`config.mk`:
```
export PLATFORM = sky130hd
export DESIGN_NAME = tes_gate_ctrl
export DESIGN_NICKNAME = d
export VERILOG_FILES = /design/src/tes_pkg.sv /design/src/tes_delay_line.sv /design/src/tes_gate_ctrl.sv
export SDC_FILE = /design/constraint.sdc
export NUM_CORES = 1
export LEC_CHECK = 0
export BUFFER_PORTS_ARGS = -buffer_cell sky130_fd_sc_hd__buf_4
export CAP_MARGIN = 20
export CORE_MARGIN = 2
export CORE_UTILIZATION = 60
export CTS_CLUSTER_DIAMETER = 40
export DETAILED_ROUTE_END_ITERATION = 6
export GPL_TIMING_DRIVEN = 0
export MAX_ROUTING_LAYER = met4
export PLACE_DENSITY = 0.81
export REMOVE_ABC_BUFFERS = 1
export SETUP_SLACK_MARGIN = 0.2
export SYNTH_ARGS = -nofsm -noshare
export SYNTH_HDL_FRONTEND = slang
export SYNTH_SLANG_ARGS = --single-unit
```
`constraint.sdc`:
```
create_clock -name core_clk -period 6.6 [get_ports core_clk]
set_input_delay 1.98 -clock core_clk [delete_from_list [all_inputs] [get_ports core_clk]]
set_output_delay 1.98 -clock core_clk [all_outputs]
set_load 0.03 [all_outputs]
```
`src/tes_pkg.sv`:
```
`default_nettype none
// ****************************************************************
// Shared constants for the transmit gate select block.
// ****************************************************************
package tes_pkg;
    localparam int ADDR_W = 12;
    localparam int DATA_W = 8;
    // Register offsets.
    localparam logic [11:0] OFS_HALF_LSB = 12'h02EA;
    localparam logic [11:0] OFS_GATE_SEL = 12'h02F8;
    localparam logic [11:0] OFS_GATE_BITS = 12'h02F9;
    localparam logic [11:0] OFS_STATUS = 12'h02FA;
    // Reset values.
    localparam logic [7:0] RST_HALF_LSB = 8'h00;
    localparam logic [7:0] RST_GATE_SEL = 8'h03;
    localparam logic [7:0] RST_GATE_BITS = 8'h03;
    // Field positions.
    localparam int BIT_HALF_LSB = 0;
    localparam int BIT_SRC_A = 0;
    localparam int BIT_SRC_B = 1;
    localparam int BIT_FAST_GATE = 2;
    localparam int BIT_LOW_NOISE = 3;
    localparam int BIT_GATE_A = 0;
    localparam int BIT_GATE_B = 1;
    // Datapath widths.
    localparam int SAMPLE_W = 16;
    localparam int OUT_W = 12;
    // Extra latency of the low-noise mute path, in DAC clocks.
    localparam int QUIET_LAT = 56;
    // Pipeline fill delay after clocks restart before data is valid.
    localparam int WAKE_CYCLES = 8;
    // Static aging-safe code inserted after element matching.
    localparam logic [11:0] SAFE_CODE = 12'h0800;
endpackage : tes_pkg
`default_nettype wire

```
`src/tes_delay_line.sv`:
```
`default_nettype none
// ****************************************************************
// Fixed-length delay line of single-bit flags.
// ****************************************************************
module tes_delay_line #(
    parameter int DEPTH = 56
) (
    input wire logic core_clk,
    input wire logic srst,
    input wire logic din,
    output logic dout
);
    logic [DEPTH-1:0] pipe_r;
    logic [DEPTH-1:0] pipe_nxt;

    // Shift one place each cycle.
    always_comb begin
        pipe_nxt = {pipe_r[DEPTH-2:0], din};
    end

    // Reset clears the line so a stale enable never leaks out.
    always_ff @(posedge core_clk) begin
        if (srst) begin
            pipe_r <= '0;
        end else begin
            pipe_r <= pipe_nxt;
        end
    end

    assign dout = pipe_r[DEPTH-1];
endmodule // tes_delay_line
`default_nettype wire

```
`src/tes_gate_ctrl.sv`:
```
// The strobed register port was left to the implementer.
`default_nettype none
// Summary of operation
// Half-LSB offset added before truncation below 16 bits.
// Change offset register only while datapath stopped.
// Mute clear: disabled output is static safe code.
// Mute set: mute element matching input, 56 clocks.
// Mute select only with fast gate set.
// Power-save mode: both off stops link clocks.
// After wake, outputs muted until data valid.
// Fast gate: no clock stop, channels independent.
// Channel B source zero: follow pin.
// Channel B source one: follow register bit.
// Channel A source zero: follow pin.
// Channel A source one: follow register bit.
// Software keeps both source bits equal.
// Gate bits at 0x2F9, both reset one.
// Reserved bits read back, no effect.
module tes_gate_ctrl (
    input wire logic core_clk,
    input wire logic srst,
    input wire logic [tes_pkg::ADDR_W-1:0] regAddr,
    input wire logic [tes_pkg::DATA_W-1:0] regWdata,
    input wire logic regWr,
    input wire logic regRd,
    output logic [tes_pkg::DATA_W-1:0] regRdata,
    input wire logic datapathRun,
    input wire logic chanAGatePin,
    input wire logic chanBGatePin,
    input wire logic [tes_pkg::SAMPLE_W-1:0] sampleA,
    input wire logic [tes_pkg::SAMPLE_W-1:0] sampleB,
    output logic [tes_pkg::OUT_W-1:0] outputChannelA,
    output logic [tes_pkg::OUT_W-1:0] outputChannelB,
    output logic linkClkEn,
    output logic chanATxOn,
    output logic chanBTxOn
);
    import tes_pkg::*;

    // ****************************************************************
    // Register file
    // ****************************************************************
    // All three registers keep full bytes; the status word is built, not stored,
    // so it costs no flops and can never disagree with the state it reports.
    logic [7:0] halfLsb_r, halfLsb_nxt;
    logic [7:0] gateSel_r, gateSel_nxt;
    logic [7:0] gateBits_r, gateBits_nxt;
    logic [7:0] rdata_r, rdata_nxt;
    logic [7:0] statusWord;

    // Full-byte storage keeps reserved bits readable but unused.
    // A write lands on the edge that samples the strobe; an unmapped or
    // read-only offset drops it without notice.
    always_comb begin
        halfLsb_nxt = halfLsb_r;
        gateSel_nxt = gateSel_r;
        gateBits_nxt = gateBits_r;
        if (regWr) begin
            unique case (regAddr)
                OFS_HALF_LSB: halfLsb_nxt = regWdata;
                OFS_GATE_SEL: gateSel_nxt = regWdata;
                OFS_GATE_BITS: gateBits_nxt = regWdata;
                default: ;
            endcase
        end
    end

    // Read data are valid the cycle after the strobe; unmapped reads give zero.
    // Zero outside the read slot lets the data be ORed with other banks.
    always_comb begin
        rdata_nxt = 8'h00;
        if (regRd) begin
            unique case (regAddr)
                OFS_HALF_LSB: rdata_nxt = halfLsb_r;
                OFS_GATE_SEL: rdata_nxt = gateSel_r;
                OFS_GATE_BITS: rdata_nxt = gateBits_r;
                OFS_STATUS: rdata_nxt = statusWord;
                default: rdata_nxt = 8'h00;
            endcase
        end
    end

    // Reset restores the power-on values; otherwise the next values are taken.
    always_ff @(posedge core_clk) begin
        if (srst) begin
            halfLsb_r <= RST_HALF_LSB;
            gateSel_r <= RST_GATE_SEL;
            gateBits_r <= RST_GATE_BITS;
            rdata_r <= 8'h00;
        end else begin
            halfLsb_r <= halfLsb_nxt;
            gateSel_r <= gateSel_nxt;
            gateBits_r <= gateBits_nxt;
            rdata_r <= rdata_nxt;
        end
    end
    assign regRdata = rdata_r;

    // ****************************************************************
    // Pin synchronisers
    // ****************************************************************
    logic [1:0] pinMeta_r, pinMeta_nxt, pinSync_r, pinSync_nxt;
    logic runMeta_r, runMeta_nxt, runSync_r, runSync_nxt;

    // Gate pins and the run level come from outside this clock domain,
    // so each passes two flops before any logic looks at it.
    // Only the second stage is ever read; the first may be metastable.
    always_comb begin
        pinMeta_nxt = {chanBGatePin, chanAGatePin};
        pinSync_nxt = pinMeta_r;
        runMeta_nxt = datapathRun;
        runSync_nxt = runMeta_r;
    end

    // Clearing the stages on reset keeps a stale pin level out of the first enable.
    always_ff @(posedge core_clk) begin
        if (srst) begin
            pinMeta_r <= 2'h0;
            pinSync_r <= 2'h0;
            runMeta_r <= 1'b0;
            runSync_r <= 1'b0;
        end else begin
            pinMeta_r <= pinMeta_nxt;
            pinSync_r <= pinSync_nxt;
            runMeta_r <= runMeta_nxt;
            runSync_r <= runSync_nxt;
        end
    end

    // ****************************************************************
    // Transmit enable selection
    // ****************************************************************
    // A source bit of one selects the register gate bit; zero selects the pin.
    // Pins are used after the synchroniser, so a pin change reaches the enables two edges later.
    logic fastGate, lowNoise, enA, enB;
    // Software must keep the two source bits equal; each is honoured as written.
    assign enA = gateSel_r[BIT_SRC_A] ? gateBits_r[BIT_GATE_A]
                                      : pinSync_r[0];
    assign enB = gateSel_r[BIT_SRC_B] ? gateBits_r[BIT_GATE_B]
                                      : pinSync_r[1];
    assign fastGate = gateSel_r[BIT_FAST_GATE];
    // Low-noise mute only takes effect alongside fast gate.
    assign lowNoise = gateSel_r[BIT_LOW_NOISE] & fastGate;

    // ****************************************************************
    // Power-save sequencer
    // ****************************************************************
    // RUN passes data, SLEEP holds the clocks off, WAKE waits for the refill.
    // One-hot codes; the default arm recovers from an illegal code.
    typedef enum logic [2:0] {
        PS_RUN = 3'b001,
        PS_SLEEP = 3'b010,
        PS_WAKE = 3'b100
    } tes_ps_e;
    tes_ps_e psState_r, psState_nxt;
    logic [3:0] wakeCnt_r, wakeCnt_nxt;
    logic clkEn_r, clkEn_nxt;

    // Stopping the clocks saves power but costs a refill on wake-up.
    always_comb begin
        psState_nxt = psState_r;
        wakeCnt_nxt = wakeCnt_r;
        unique case (psState_r)
            PS_RUN: begin
                // Both enables off with fast gate clear sends the clocks to sleep.
                if (!fastGate && !enA && !enB) begin
                    psState_nxt = PS_SLEEP;
                end
            end
            PS_SLEEP: begin
                // Any live enable, or fast gate, restarts the clocks.
                if (fastGate || enA || enB) begin
                    psState_nxt = PS_WAKE;
                    wakeCnt_nxt = 4'(WAKE_CYCLES - 1);
                end
            end
            PS_WAKE: begin
                // The count covers the pipeline refill; muting lasts until it runs out.
                if (!fastGate && !enA && !enB) begin
                    psState_nxt = PS_SLEEP;
                end else if (wakeCnt_r == 4'h0) begin
                    psState_nxt = PS_RUN;
                end else begin
                    wakeCnt_nxt = wakeCnt_r - 4'h1;
                end
            end
            default: psState_nxt = PS_RUN;
        endcase
        // Fast gate never stops a clock.
        // Clocks come back on the same edge that the sequencer leaves SLEEP.
        clkEn_nxt = (psState_nxt != PS_SLEEP) || fastGate;
    end

    // Reset starts in RUN with the clocks on, matching the reset enables.
    always_ff @(posedge core_clk) begin
        if (srst) begin
            psState_r <= PS_RUN;
            wakeCnt_r <= 4'h0;
            clkEn_r <= 1'b1;
        end else begin
            psState_r <= psState_nxt;
            wakeCnt_r <= wakeCnt_nxt;
            clkEn_r <= clkEn_nxt;
        end
    end
    assign linkClkEn = clkEn_r;

    // ****************************************************************
    // Datapath: half-LSB rounding and muting
    // ****************************************************************
    // Per-channel signals are indexed by channel: 0 is channel A, 1 is channel B.
    logic [1:0] enQuiet;
    logic [OUT_W-1:0] outA_r, outA_nxt, outB_r, outB_nxt;
    logic [1:0] txOn_r, txOn_nxt;
    logic [1:0] enLive;
    logic [SAMPLE_W-1:0] smp [2];
    logic [OUT_W-1:0] outNxt [2];
    // Rounding offset: half of the lowest kept bit, bit DROP-1 of the sample.
    localparam int DROP = SAMPLE_W - OUT_W;
    localparam logic [SAMPLE_W-1:0] HALF = SAMPLE_W'(1) << (DROP - 1);

    // Gather the per-channel inputs so the generate loop can index them.
    // The samples share this clock and need no synchroniser.
    assign enLive = {enB, enA};
    assign smp[0] = sampleA;
    assign smp[1] = sampleB;

    genvar ch;
    generate
        for (ch = 0; ch < 2; ch++) begin : gChan
            logic [SAMPLE_W-1:0] rounded;
            logic gateOn;
            // Low-noise path adds a fixed delay on the enable.
            // The line is cleared by reset, so a channel starts disabled on that path.
            tes_delay_line #(.DEPTH(QUIET_LAT)) uQuiet (
                .core_clk(core_clk),
                .srst(srst),
                .din(enLive[ch]),
                .dout(enQuiet[ch])
            );
            // Saturate rather than wrap when the offset overflows full scale.
            always_comb begin
                rounded = smp[ch];
                if (halfLsb_r[BIT_HALF_LSB] && (smp[ch] < ~HALF)) begin
                    rounded = smp[ch] + HALF;
                end
                // On the low-noise path the delayed enable gates the data, so the
                // mute lifts only once the extra latency has passed.
                gateOn = (lowNoise ? enQuiet[ch] : enLive[ch])
                         && (psState_r == PS_RUN);
                // Both mute kinds hold mid-scale; they differ only in where the mute acts.
                if (!gateOn) begin
                    outNxt[ch] = lowNoise ? {1'b1, {(OUT_W-1){1'b0}}}
                                          : SAFE_CODE;
                end else begin
                    outNxt[ch] = rounded[SAMPLE_W-1 -: OUT_W];
                end
            end
        end
    endgenerate

    // ****************************************************************
    // Output registers
    // ****************************************************************
    // Every output pin leaves a flop. The transmit-on flags report the
    // selected enable rather than the mute, so they lead the data on wake-up.
    always_comb begin
        outA_nxt = outNxt[0];
        outB_nxt = outNxt[1];
        txOn_nxt = enLive;
    end

    // Reset parks both outputs on the safe code with transmission off.
    always_ff @(posedge core_clk) begin
        if (srst) begin
            outA_r <= SAFE_CODE;
            outB_r <= SAFE_CODE;
            txOn_r <= 2'h0;
        end else begin
            outA_r <= outA_nxt;
            outB_r <= outB_nxt;
            txOn_r <= txOn_nxt;
        end
    end
    assign outputChannelA = outA_r;
    assign outputChannelB = outB_r;
    assign chanATxOn = txOn_r[0];
    assign chanBTxOn = txOn_r[1];

    // ****************************************************************
    // Status word
    // ****************************************************************
    // Read-only view of the run level, sequencer state and live enables.
    // Bits 7 to 5 are unused and read as zero.
    assign statusWord = {
        3'h0,
        runSync_r,
        psState_r == PS_RUN,
        psState_r == PS_SLEEP,
        enB,
        enA
    };
endmodule // tes_gate_ctrl
`default_nettype wire

```
# ---- After elaboration in Yosys (flattened, before gate mapping)
# Cells that the tools add are included.
# Widths: inputs -> output; s select.
dict set report classes {
  add_sub_neg 3
  magnitude_cmp 2
  eq_ne 11
  mux 16
  bitwise_logic 4
  reduce_logical 21
}
# op count
set op_table {}
lappend op_table {{$eq 12x10->1 const B} 4}
lappend op_table {{$add 16x4->16 const B} 2}
lappend op_table {{$lt 16x16->1 const B} 2}
lappend op_table {{$mux 16} 2}
lappend op_table {{$pmux 8 s4} 1}
lappend op_table {{$mux 3} 4}
lappend op_table {{$mux 4} 3}
lappend op_table {{$pmux 3 s3} 1}
lappend op_table {{$pmux 4 s2} 1}
lappend op_table {{$logic_and 1x1->1} 6}
lappend op_table {{$reduce_and 2->1} 3}
lappend op_table {{$reduce_or 2->1} 3}
lappend op_table {{$logic_not 4->1} 1}
lappend op_table {{$mux 1} 4}
lappend op_table {{$ne 2x2->1 const B} 2}
lappend op_table {{$reduce_and 4->1} 1}
lappend op_table {{$sub 4x1->4 const B} 1}
lappend op_table {{$eq 3x1->1 const B} 1}
lappend op_table {{$eq 3x2->1 const B} 1}
lappend op_table {{$eq 3x3->1 const B} 1}
lappend op_table {{$logic_not 1->1} 3}
lappend op_table {{$logic_or 1x1->1} 3}
lappend op_table {{$ne 3x2->1 const B} 1}
lappend op_table {{$not 1->1} 3}
lappend op_table {{3 further kinds} 3}
dict set report totals {
  ff_bits 184
  inputBits 59
  word_cells 73
}

# ---- Depth between registers and ports, before layout
# Gate-level depths: netlist of the first run.
dict set report logic_depth {
  depth_word 8
  ltp_mapped 6
}

# ---- Modules after synthesis
# Synthesis of the first run repeated with hierarchy kept, for this count alone.
dict set report unflattened {
  cells_unflattened 583
  area_unflattened_um2 6392.4
}
# mod instances cells_each area_each_um2
set modules_own_cells {}
lappend modules_own_cells {tes_delay_line 2 118 1610.3}
lappend modules_own_cells {tes_gate_ctrl 1 347 3171.8}

# ---- Least setup slack after synthesis of the first run
# Ideal clock, no wire load.
dict set report synth_path {
  path_kind {input to register}
  start {input srst}
  end {register outA_r[7], in the netlist outputChannelA[7]}
  setup_ns 0.060
  arrival_ns 3.372
  setup_slack_ns 3.167
  cell_stages 5
  cell_sequence {buf_6 -> or4b_4 -> a211o_1 -> or4_1 -> nand2_1}
}
dict set report synth_between {
  elab_chain_cells 1
}
# element line
set synth_lines {}
lappend synth_lines {{start: declaration} tes_gate_ctrl.sv:21} ;# input wire logic srst,
lappend synth_lines {{$reduce_or 2->1 (no line)} -}
lappend synth_lines {{end signal: assignment} tes_gate_ctrl.sv:280} ;# outA_r <= outA_nxt;
lappend synth_lines {{end: declaration} tes_gate_ctrl.sv:213} ;# logic [OUT_W-1:0] outA_r, outA_nxt, outB_r, outB_nxt;
# No other way between the ends.
# A chain may end at the register's enable or synchronous reset.

# ---- Worst setup path in the final report of the first run
dict set report layout_path {
  start {input regAddr[10] in the netlist's numbering}
  end {register halfLsb_r[0]}
}
dict set report layout_between {
  elab_chain_cells 2
}
# element line
set layout_lines {}
lappend layout_lines {{start: declaration} tes_gate_ctrl.sv:22} ;# input wire logic [tes_pkg::ADDR_W-1:0] regAddr,
lappend layout_lines {{$eq 12x10->1} tes_gate_ctrl.sv:59} ;# unique case (regAddr)
lappend layout_lines {{$reduce_and 2->1 (no line)} -}
lappend layout_lines {{end signal: assignment} tes_gate_ctrl.sv:91} ;# halfLsb_r <= halfLsb_nxt;
lappend layout_lines {{end: declaration} tes_gate_ctrl.sv:45} ;# logic [7:0] halfLsb_r, halfLsb_nxt;
# No other way between the ends.

==> results.json, run 1 <==
{
  "yosys.area_share.simple_pct": 23.7,
  "dpl.hpwl_microns": 7400,
  "cts-root-buf": "clkbuf_8",
  "first_pass_iters": 5,
  "antennaDiodeCount": 0,
  "grt.total_usage_pct": 22.2,
  "fin_nets": 736,
  "synth_top_area_share_pct": 58.7,
  "worstSkewPairLatency_ns": 0.52,
  "fin_util_pct": 74.8,
  "drv_cap": 0,
  "grt_pass1_wl_microns": 19500,
  "avgRoutedWirePerCell_microns": 14.2,
  "final_cell_mix": "182 x dfxtp_1, 119 x nor2b_1, 93 x buf_4, 37 x mux2i_1, 32 x nor2_1",
  "synth.area.top_cells": "dfxtp_1 59%, nor2b_1 12%, mux2i_1 6.0%",
  "worst-path-buf-inv": 1,
  "async_flop_share_pct": 0,
  "layout_commonest_cell": "dfxtp_1",
  "ant_nets": 0,
  "dieWidth_microns": 106,
  "num_vias": 4398,
  "path_class": "input port to register",
  "vias_per_cell": 5.34,
  "cts_buffer_depth": 2,
  "synth-adder-area-share_pct": 0.604,
  "synth-seq-cells": 182,
  "core_sq_um": 10200,
  "htreeDepth": 4,
  "cp_top_family": "simple AND/OR/NAND/NOR gates",
  "status": "completed",
  "synthCells": 587,
  "numCtsBuffers": 17,
  "fp.dieArea_sq_um": 11200,
  "ctsResizeCount": 0,
  "peakVddDrop_uv": 233,
  "timing.hold.ws_ns": 0.438,
  "drc": 0,
  "power_density_nw_per_um2": 293,
  "antenna_found_initial": 0,
  "synth_compound_area_share_pct": 7.66,
  "power.leakage_nw": 3.22,
  "relSlewSlack_pct": 35.2,
  "endpoint_kind": "register",
  "slew_viol_final": 0,
  "synth_top_family_by_area": "simple AND/OR/NAND/NOR gates",
  "setup-tns-final_ns": 0,
  "cpMaxStageDelayCell": "nor3b_2",
  "setup_slack_ns": 2.58,
  "drive_above_1_share_pct": 19.5,
  "start_util_pct": 61.0,
  "postSynthAreaPerCell_sq_um": 10.6,
  "critPathMaxFanout": 8,
  "synthMuxAreaShare_pct": 6.33,
  "post_cts_buffers": 0,
  "period_share_pct": 60.9,
  "fin_crit_ns": 4.02,
  "yosysSeqAreaShare_pct": 58.7,
  "max_stage_delay_ns": 0.89,
  "arrival_ns": 4.47,
  "dp_slack_ns": 2.11,
  "clock.fmax_ghz": 0.249,
  "grt_pass1_vias": 4249,
  "required_ns": 7.05,
  "synth_area_sq_um": 6210,
  "ys_types": 49,
  "portBuffers": 93,
  "clk_pin_slew_ns": 0.07,
  "worstSetupStartpointType": "input port",
  "worst_pin_slew_ns": 0.964,
  "grt_max_degree": 136,
  "placementRows": 37,
  "hold_path.class": "register to register",
  "finalSetupViolations": 0,
  "synth_ff_type": "dfxtp_1",
  "grt_overflow": 0,
  "synth_top_cell_by_area": "dfxtp_1",
  "io_pins": 94,
  "final-hold-violation-count": 0,
  "synth_edf_count": 0,
  "cts_tree": "done",
  "skew_ns": 0.00839,
  "areaGrowthSynthToFinish_pct": 22.6,
  "routabilityCongestion": 0.905,
  "die_h_microns": 106,
  "totalWireLength_microns": 11700,
  "holdBufCountCts": 0,
  "clock-sinks": 182,
  "synth-xor-area-share_pct": 0.564,
  "ys_warn_count": 0,
  "path_cells": "buf_4 > nor4bb_1 > nand4_1 > nor3b_2 > mux2i_1",
  "rsz0062_at_grt": "false",
  "drt_iter0_drc": 230
}
[layout make-up]
class | instances | area (sq um)
flip-flops and latches | 182 | 3640
fillers | 728 | 2570
multi-input cells | 367 | 2420
repair buffers | 94 | 726
clock buffers | 17 | 414
clock inverters | 15 | 191
well taps | 136 | 170
inverters | 12 | 45.0
[synth_stat cells, types with 2 or more instances]
cell type,instances
a2bb2oi_1,2
a21oi_1,18
nand3_1,6
or3_1,8
mux2_2,2
o211a_1,2
xor2_1,3
or4_1,10
nor4bb_1,2
mux2i_1,37
nor3_1,2
ha_1,3
nor2b_1,119
o32a_1,3
o31ai_1,9
nor3b_1,4
buf_2,2
o21ai_0,12
clkbuf_1,23
nor2_1,32
and4_1,5
a211oi_1,3
dfxtp_1,182
nand2_1,30
o2111ai_1,2
o311ai_0,2
nand4_1,15
a211o_1,3
and3b_1,4
and3_1,4
o22a_1,2
nor4_1,3
a31oi_1,4
o211ai_1,3
inv_1,12
[where the power goes]
| part | internal, mW | switching [mW] | leakage, nW |
|---|---|---|---|
| sequential | 1.11 | 0.00340 | 1.48 |
| clock | 0.558 | 0.447 | 0.295 |
| combinational | 0.0488 | 0.0666 | 1.45 |
[routing by layer]
metal	share of wire (%)	GRT usage, %	vias to the layer above
met5	0	-	-
met4	0.75	6.39	0
met3	6.2	6.56	8
met2	48	35.8	128
met1	45	27.3	2068
li1	-	-	2194
[registers in the layout, indices dropped and copies added, names as in the netlist, 2 cells and up]
| signal | count |
|---|---|
| gChan.uQuiet.pipe_r | 112 |
| outputChannelA | 12 |
| outputChannelB | 12 |
| gateBits_r | 8 |
| gateSel_r | 8 |
| halfLsb_r | 8 |
| regRdata | 8 |
| wakeCnt_r | 4 |
| psState_r | 3 |
| pinMeta_r | 2 |
| pinSync_r | 2 |
[logic make-up (layout without fill, tap and decap cells)]
| logic type | count (synthesis) | count (layout) |
|---|---|---|
| and+or+nand+nor | 251 | 251 |
| DFF | 182 | 182 |
| AOI/OAI and AO/OA | 70 | 70 |
| muxes | 39 | 39 |
| buffers and inverters | 38 | 138 |
| xor gates and xnor gates | 4 | 4 |
| adders and majority gates | 3 | 3 |
[stage by stage]
| stage | power [mW] | std cells | cell area [sq um] |
|---|---|---|---|
| finish | 2.23 | 823 | 7610 |
| global route | 2.32 | 823 | 7610 |
| CTS | 2.25 | 822 | 7590 |
| detailed placement | 1.25 | 790 | 6980 |
| global placement | 1.25 | 790 | 6970 |
| floorplan | 1.18 | 561 | 6100 |
[final timing paths]
path,endpoint,depth (start not counted),slack [ns],from
setup / recovery,halfLsb_r[0],5,2.58,regAddr[10]
hold / removal,gChan[1].uQuiet.pipe_r[15],1,0.44,gChan[1].uQuiet.pipe_r[14]
setup reg to reg,outputChannelA[7],4,4.63,psState_r[1]
hold reg to reg,gChan[1].uQuiet.pipe_r[15],1,0.44,gChan[1].uQuiet.pipe_r[14]
[worst register-to-register path, delay by kind of cell (launching register included)]
kind / cells / cell delay, ns
AND/OR/NAND/NOR: 3 / 1.16
flip-flops: 1 / 0.36
AO/OA/AOI/OAI: 1 / 0.39
Power figures use the tool's default switching activity.
==> run 2, diff against run 1 <==
- ABC_AREA: default -> 1
- CORE_UTILIZATION: 60 -> 51
- PLACE_DENSITY: 0.81 -> 0.73
- clock period: 6.6 -> 3.4 ns (I/O delays scaled with it)
==> results.json, run 2 <==
{
  "synth.area.top_cells": "dfxtp_1 55%, nor2_1 12%, inv_1 9.1%",
  "drc": 0,
  "multi_input_area_sq_um": 2300,
  "synth_top_area_share_pct": 54.6,
  "drv_cap": 0,
  "timing.hold.ws_ns": 0.400,
  "worst_pin_slew_ns": 0.794,
  "hold_path.class": "register to register",
  "htreeDepth": 4,
  "post_cts_buffers": 0,
  "grt_pass1_vias": 4752,
  "grt.met3_usage_pct": 4.87,
  "dpl.hpwl_microns": 8050,
  "fin_util_pct": 63.8,
  "routabilityCongestion": 0.888,
  "largest_register": "gChan.uQuiet.pipe_r",
  "num_vias": 5260,
  "holdBufCountCts": 0,
  "final-hold-violation-count": 0,
  "vias_per_cell": 4.56,
  "min_to": "gChan[1].uQuiet.pipe_r[34]",
  "ys_types": 33,
  "largest_register_ffs": 112,
  "cts_buffer_depth": 2,
  "clock.fmax_ghz": 0.437,
  "seqCellArea_sq_um": 3640,
  "power_density_nw_per_um2": 540,
  "grt.total_usage_pct": 18.8,
  "cp_top_family": "buffers and inverters",
  "start_util_pct": 52.6,
  "ys_warn_count": 0,
  "antennaDiodeCount": 0,
  "drt_iter0_drc": 339,
  "skew_ns": 0.00743,
  "drive_above_1_share_pct": 15.5,
  "synth_ff_type": "dfxtp_1",
  "status": "completed",
  "die_h_microns": 118,
  "hold_start": "gChan[1].uQuiet.pipe_r[33]",
  "period_share_pct": 67.4,
  "slew_viol_final": 0,
  "dieWidth_microns": 118,
  "cpMaxStageDelayCell": "inv_1",
  "numCtsBuffers": 17,
  "yosysSeqAreaShare_pct": 54.6,
  "synth_commonest_cells": "213 x nor2_1, 182 x dfxtp_1, 161 x inv_1",
  "worstSetupStartpointType": "input port",
  "setup-tns-final_ns": 0,
  "synthCells": 878,
  "rsz0062_at_grt": "false",
  "fin_crit_ns": 2.29,
  "holdPathStages": 2,
  "layout_commonest_cell": "nor2_1",
  "synth_edf_count": 0,
  "arrival_ns": 2.65,
  "worstSkewPairLatency_ns": 0.43,
  "cts-root-buf": "clkbuf_16",
  "async_flop_share_pct": 0,
  "fillerInstances": 1151,
  "max_stage_delay_ns": 0.55,
  "clock-sinks": 182,
  "io_pins": 94,
  "grt_max_degree": 127,
  "synth_top_cell_by_area": "dfxtp_1",
  "reg2reg_to": "outputChannelA[8]",
  "fp.dieArea_sq_um": 14000,
  "antenna_found_initial": 0,
  "placementRows": 41,
  "totalWireLength_microns": 12300,
  "cts_tree": "done",
  "portBuffers": 93,
  "rrSetupSlack_ns": 1.80,
  "worst-path-buf-inv": 4,
  "final_cell_mix": "213 x nor2_1, 182 x dfxtp_1, 161 x inv_1, 145 x nand2_1, 93 x buf_4",
  "path_class": "input port to register",
  "cp-startpoint": "srst",
  "clk_pin_slew_ns": 0.07,
  "met1_usage_pct": 24.6,
  "synth_most_common_cell": "nor2_1",
  "areaGrowthSynthToFinish_pct": 21.3,
  "core_sq_um": 12700,
  "postSynthAreaPerCell_sq_um": 7.60,
  "critPathMaxFanout": 110,
  "first_pass_iters": 5,
  "synth_area_sq_um": 6670,
  "r2r.worst_path.cells": 9,
  "avgRoutedWirePerCell_microns": 10.6,
  "use_met2_pct": 27.4,
  "grt_pass1_wl_microns": 20900,
  "fin_nets": 1031,
  "grt_overflow": 0,
  "relSlewSlack_pct": 46.8,
  "r2r-start": "gateSel_r[0]",
  "ant_nets": 0,
  "ctsResizeCount": 0,
  "synth-seq-cells": 182,
  "finalSetupViolations": 0,
  "power.leakage_nw": 3.48,
  "required_ns": 3.76,
  "busiest_layer": "met2",
  "path_cells": "buf_4 > buf_16 > inv_1 > nand2_1 > inv_1 > nand2_1 > nor2_1",
  "endpoint_kind": "register",
  "peakVddDrop_uv": 388
}
## run 2: how the worst max path moves through the flow
stage                               end  slack (ns)  cells after the start
after floorplan           gateBits_r[2]        1.29                      6
after global placement      regRdata[7]        0.08                      6
after detailed placement    regRdata[5]         0.1                      6
after CTS                   regRdata[5]        0.56                      6
after global routing        regRdata[3]        0.95                      7
final                       regRdata[5]        1.11                      7
## run 2: worst min-delay path, delay by kind of cell, from the launching register on
| kind | cells | cell delay, ns |
|---|---|---|
| simple gates | 1 | 0.03 |
| flops | 1 | 0.30 |
| buf+inv | 1 | 0.04 |
## run 2: per-layer routing
metal / up-vias / part of all wire, %
li1: 2795 / -
met1: 2345 / 49
met2: 107 / 44
met3: 13 / 5.2
met4: 0 / 1.4
met5: - / 0
## run 2: per-stage QoR
| step | power [mW] | cells | cell area (sq um) | setup slack, ns |
|---|---|---|---|---|
| detailed placement | 2.46 | 1121 | 7470 | 0.0975 |
| global route | 4.53 | 1154 | 8090 | 0.945 |
| CTS | 4.41 | 1153 | 8060 | 0.561 |
| finish | 4.37 | 1154 | 8090 | 1.11 |
| global placement | 2.46 | 1121 | 7470 | 0.0767 |
| floorplan | 2.32 | 856 | 6560 | 1.29 |
## run 2: report_power, final
part	internal (mW)	switching, mW	total (mW)
registers	2.15	0.00684	2.16
logic	0.102	0.151	0.253
clock network	1.10	0.849	1.95
total	3.36	1.01	4.37
## run 2: logic make-up after synthesis
group	share of synthesized area, %
and+or+nand+nor	26.8
AOI/OAI and AO/OA	4.84
buffers and inverters	10.9
DFF	54.6
adders and majority gates	0.563
xor gates and xnor gates	2.23
## run 2: cell type report
class | count | area share, %
Multi-Input combinational cell | 510 | 28.4
Timing Repair Buffer | 94 | 8.97
Clock buffer | 18 | 5.30
Inverter | 164 | 7.62
Clock inverter | 14 | 2.00
Tap cell | 172 | 2.66
Sequential cell | 182 | 45.0
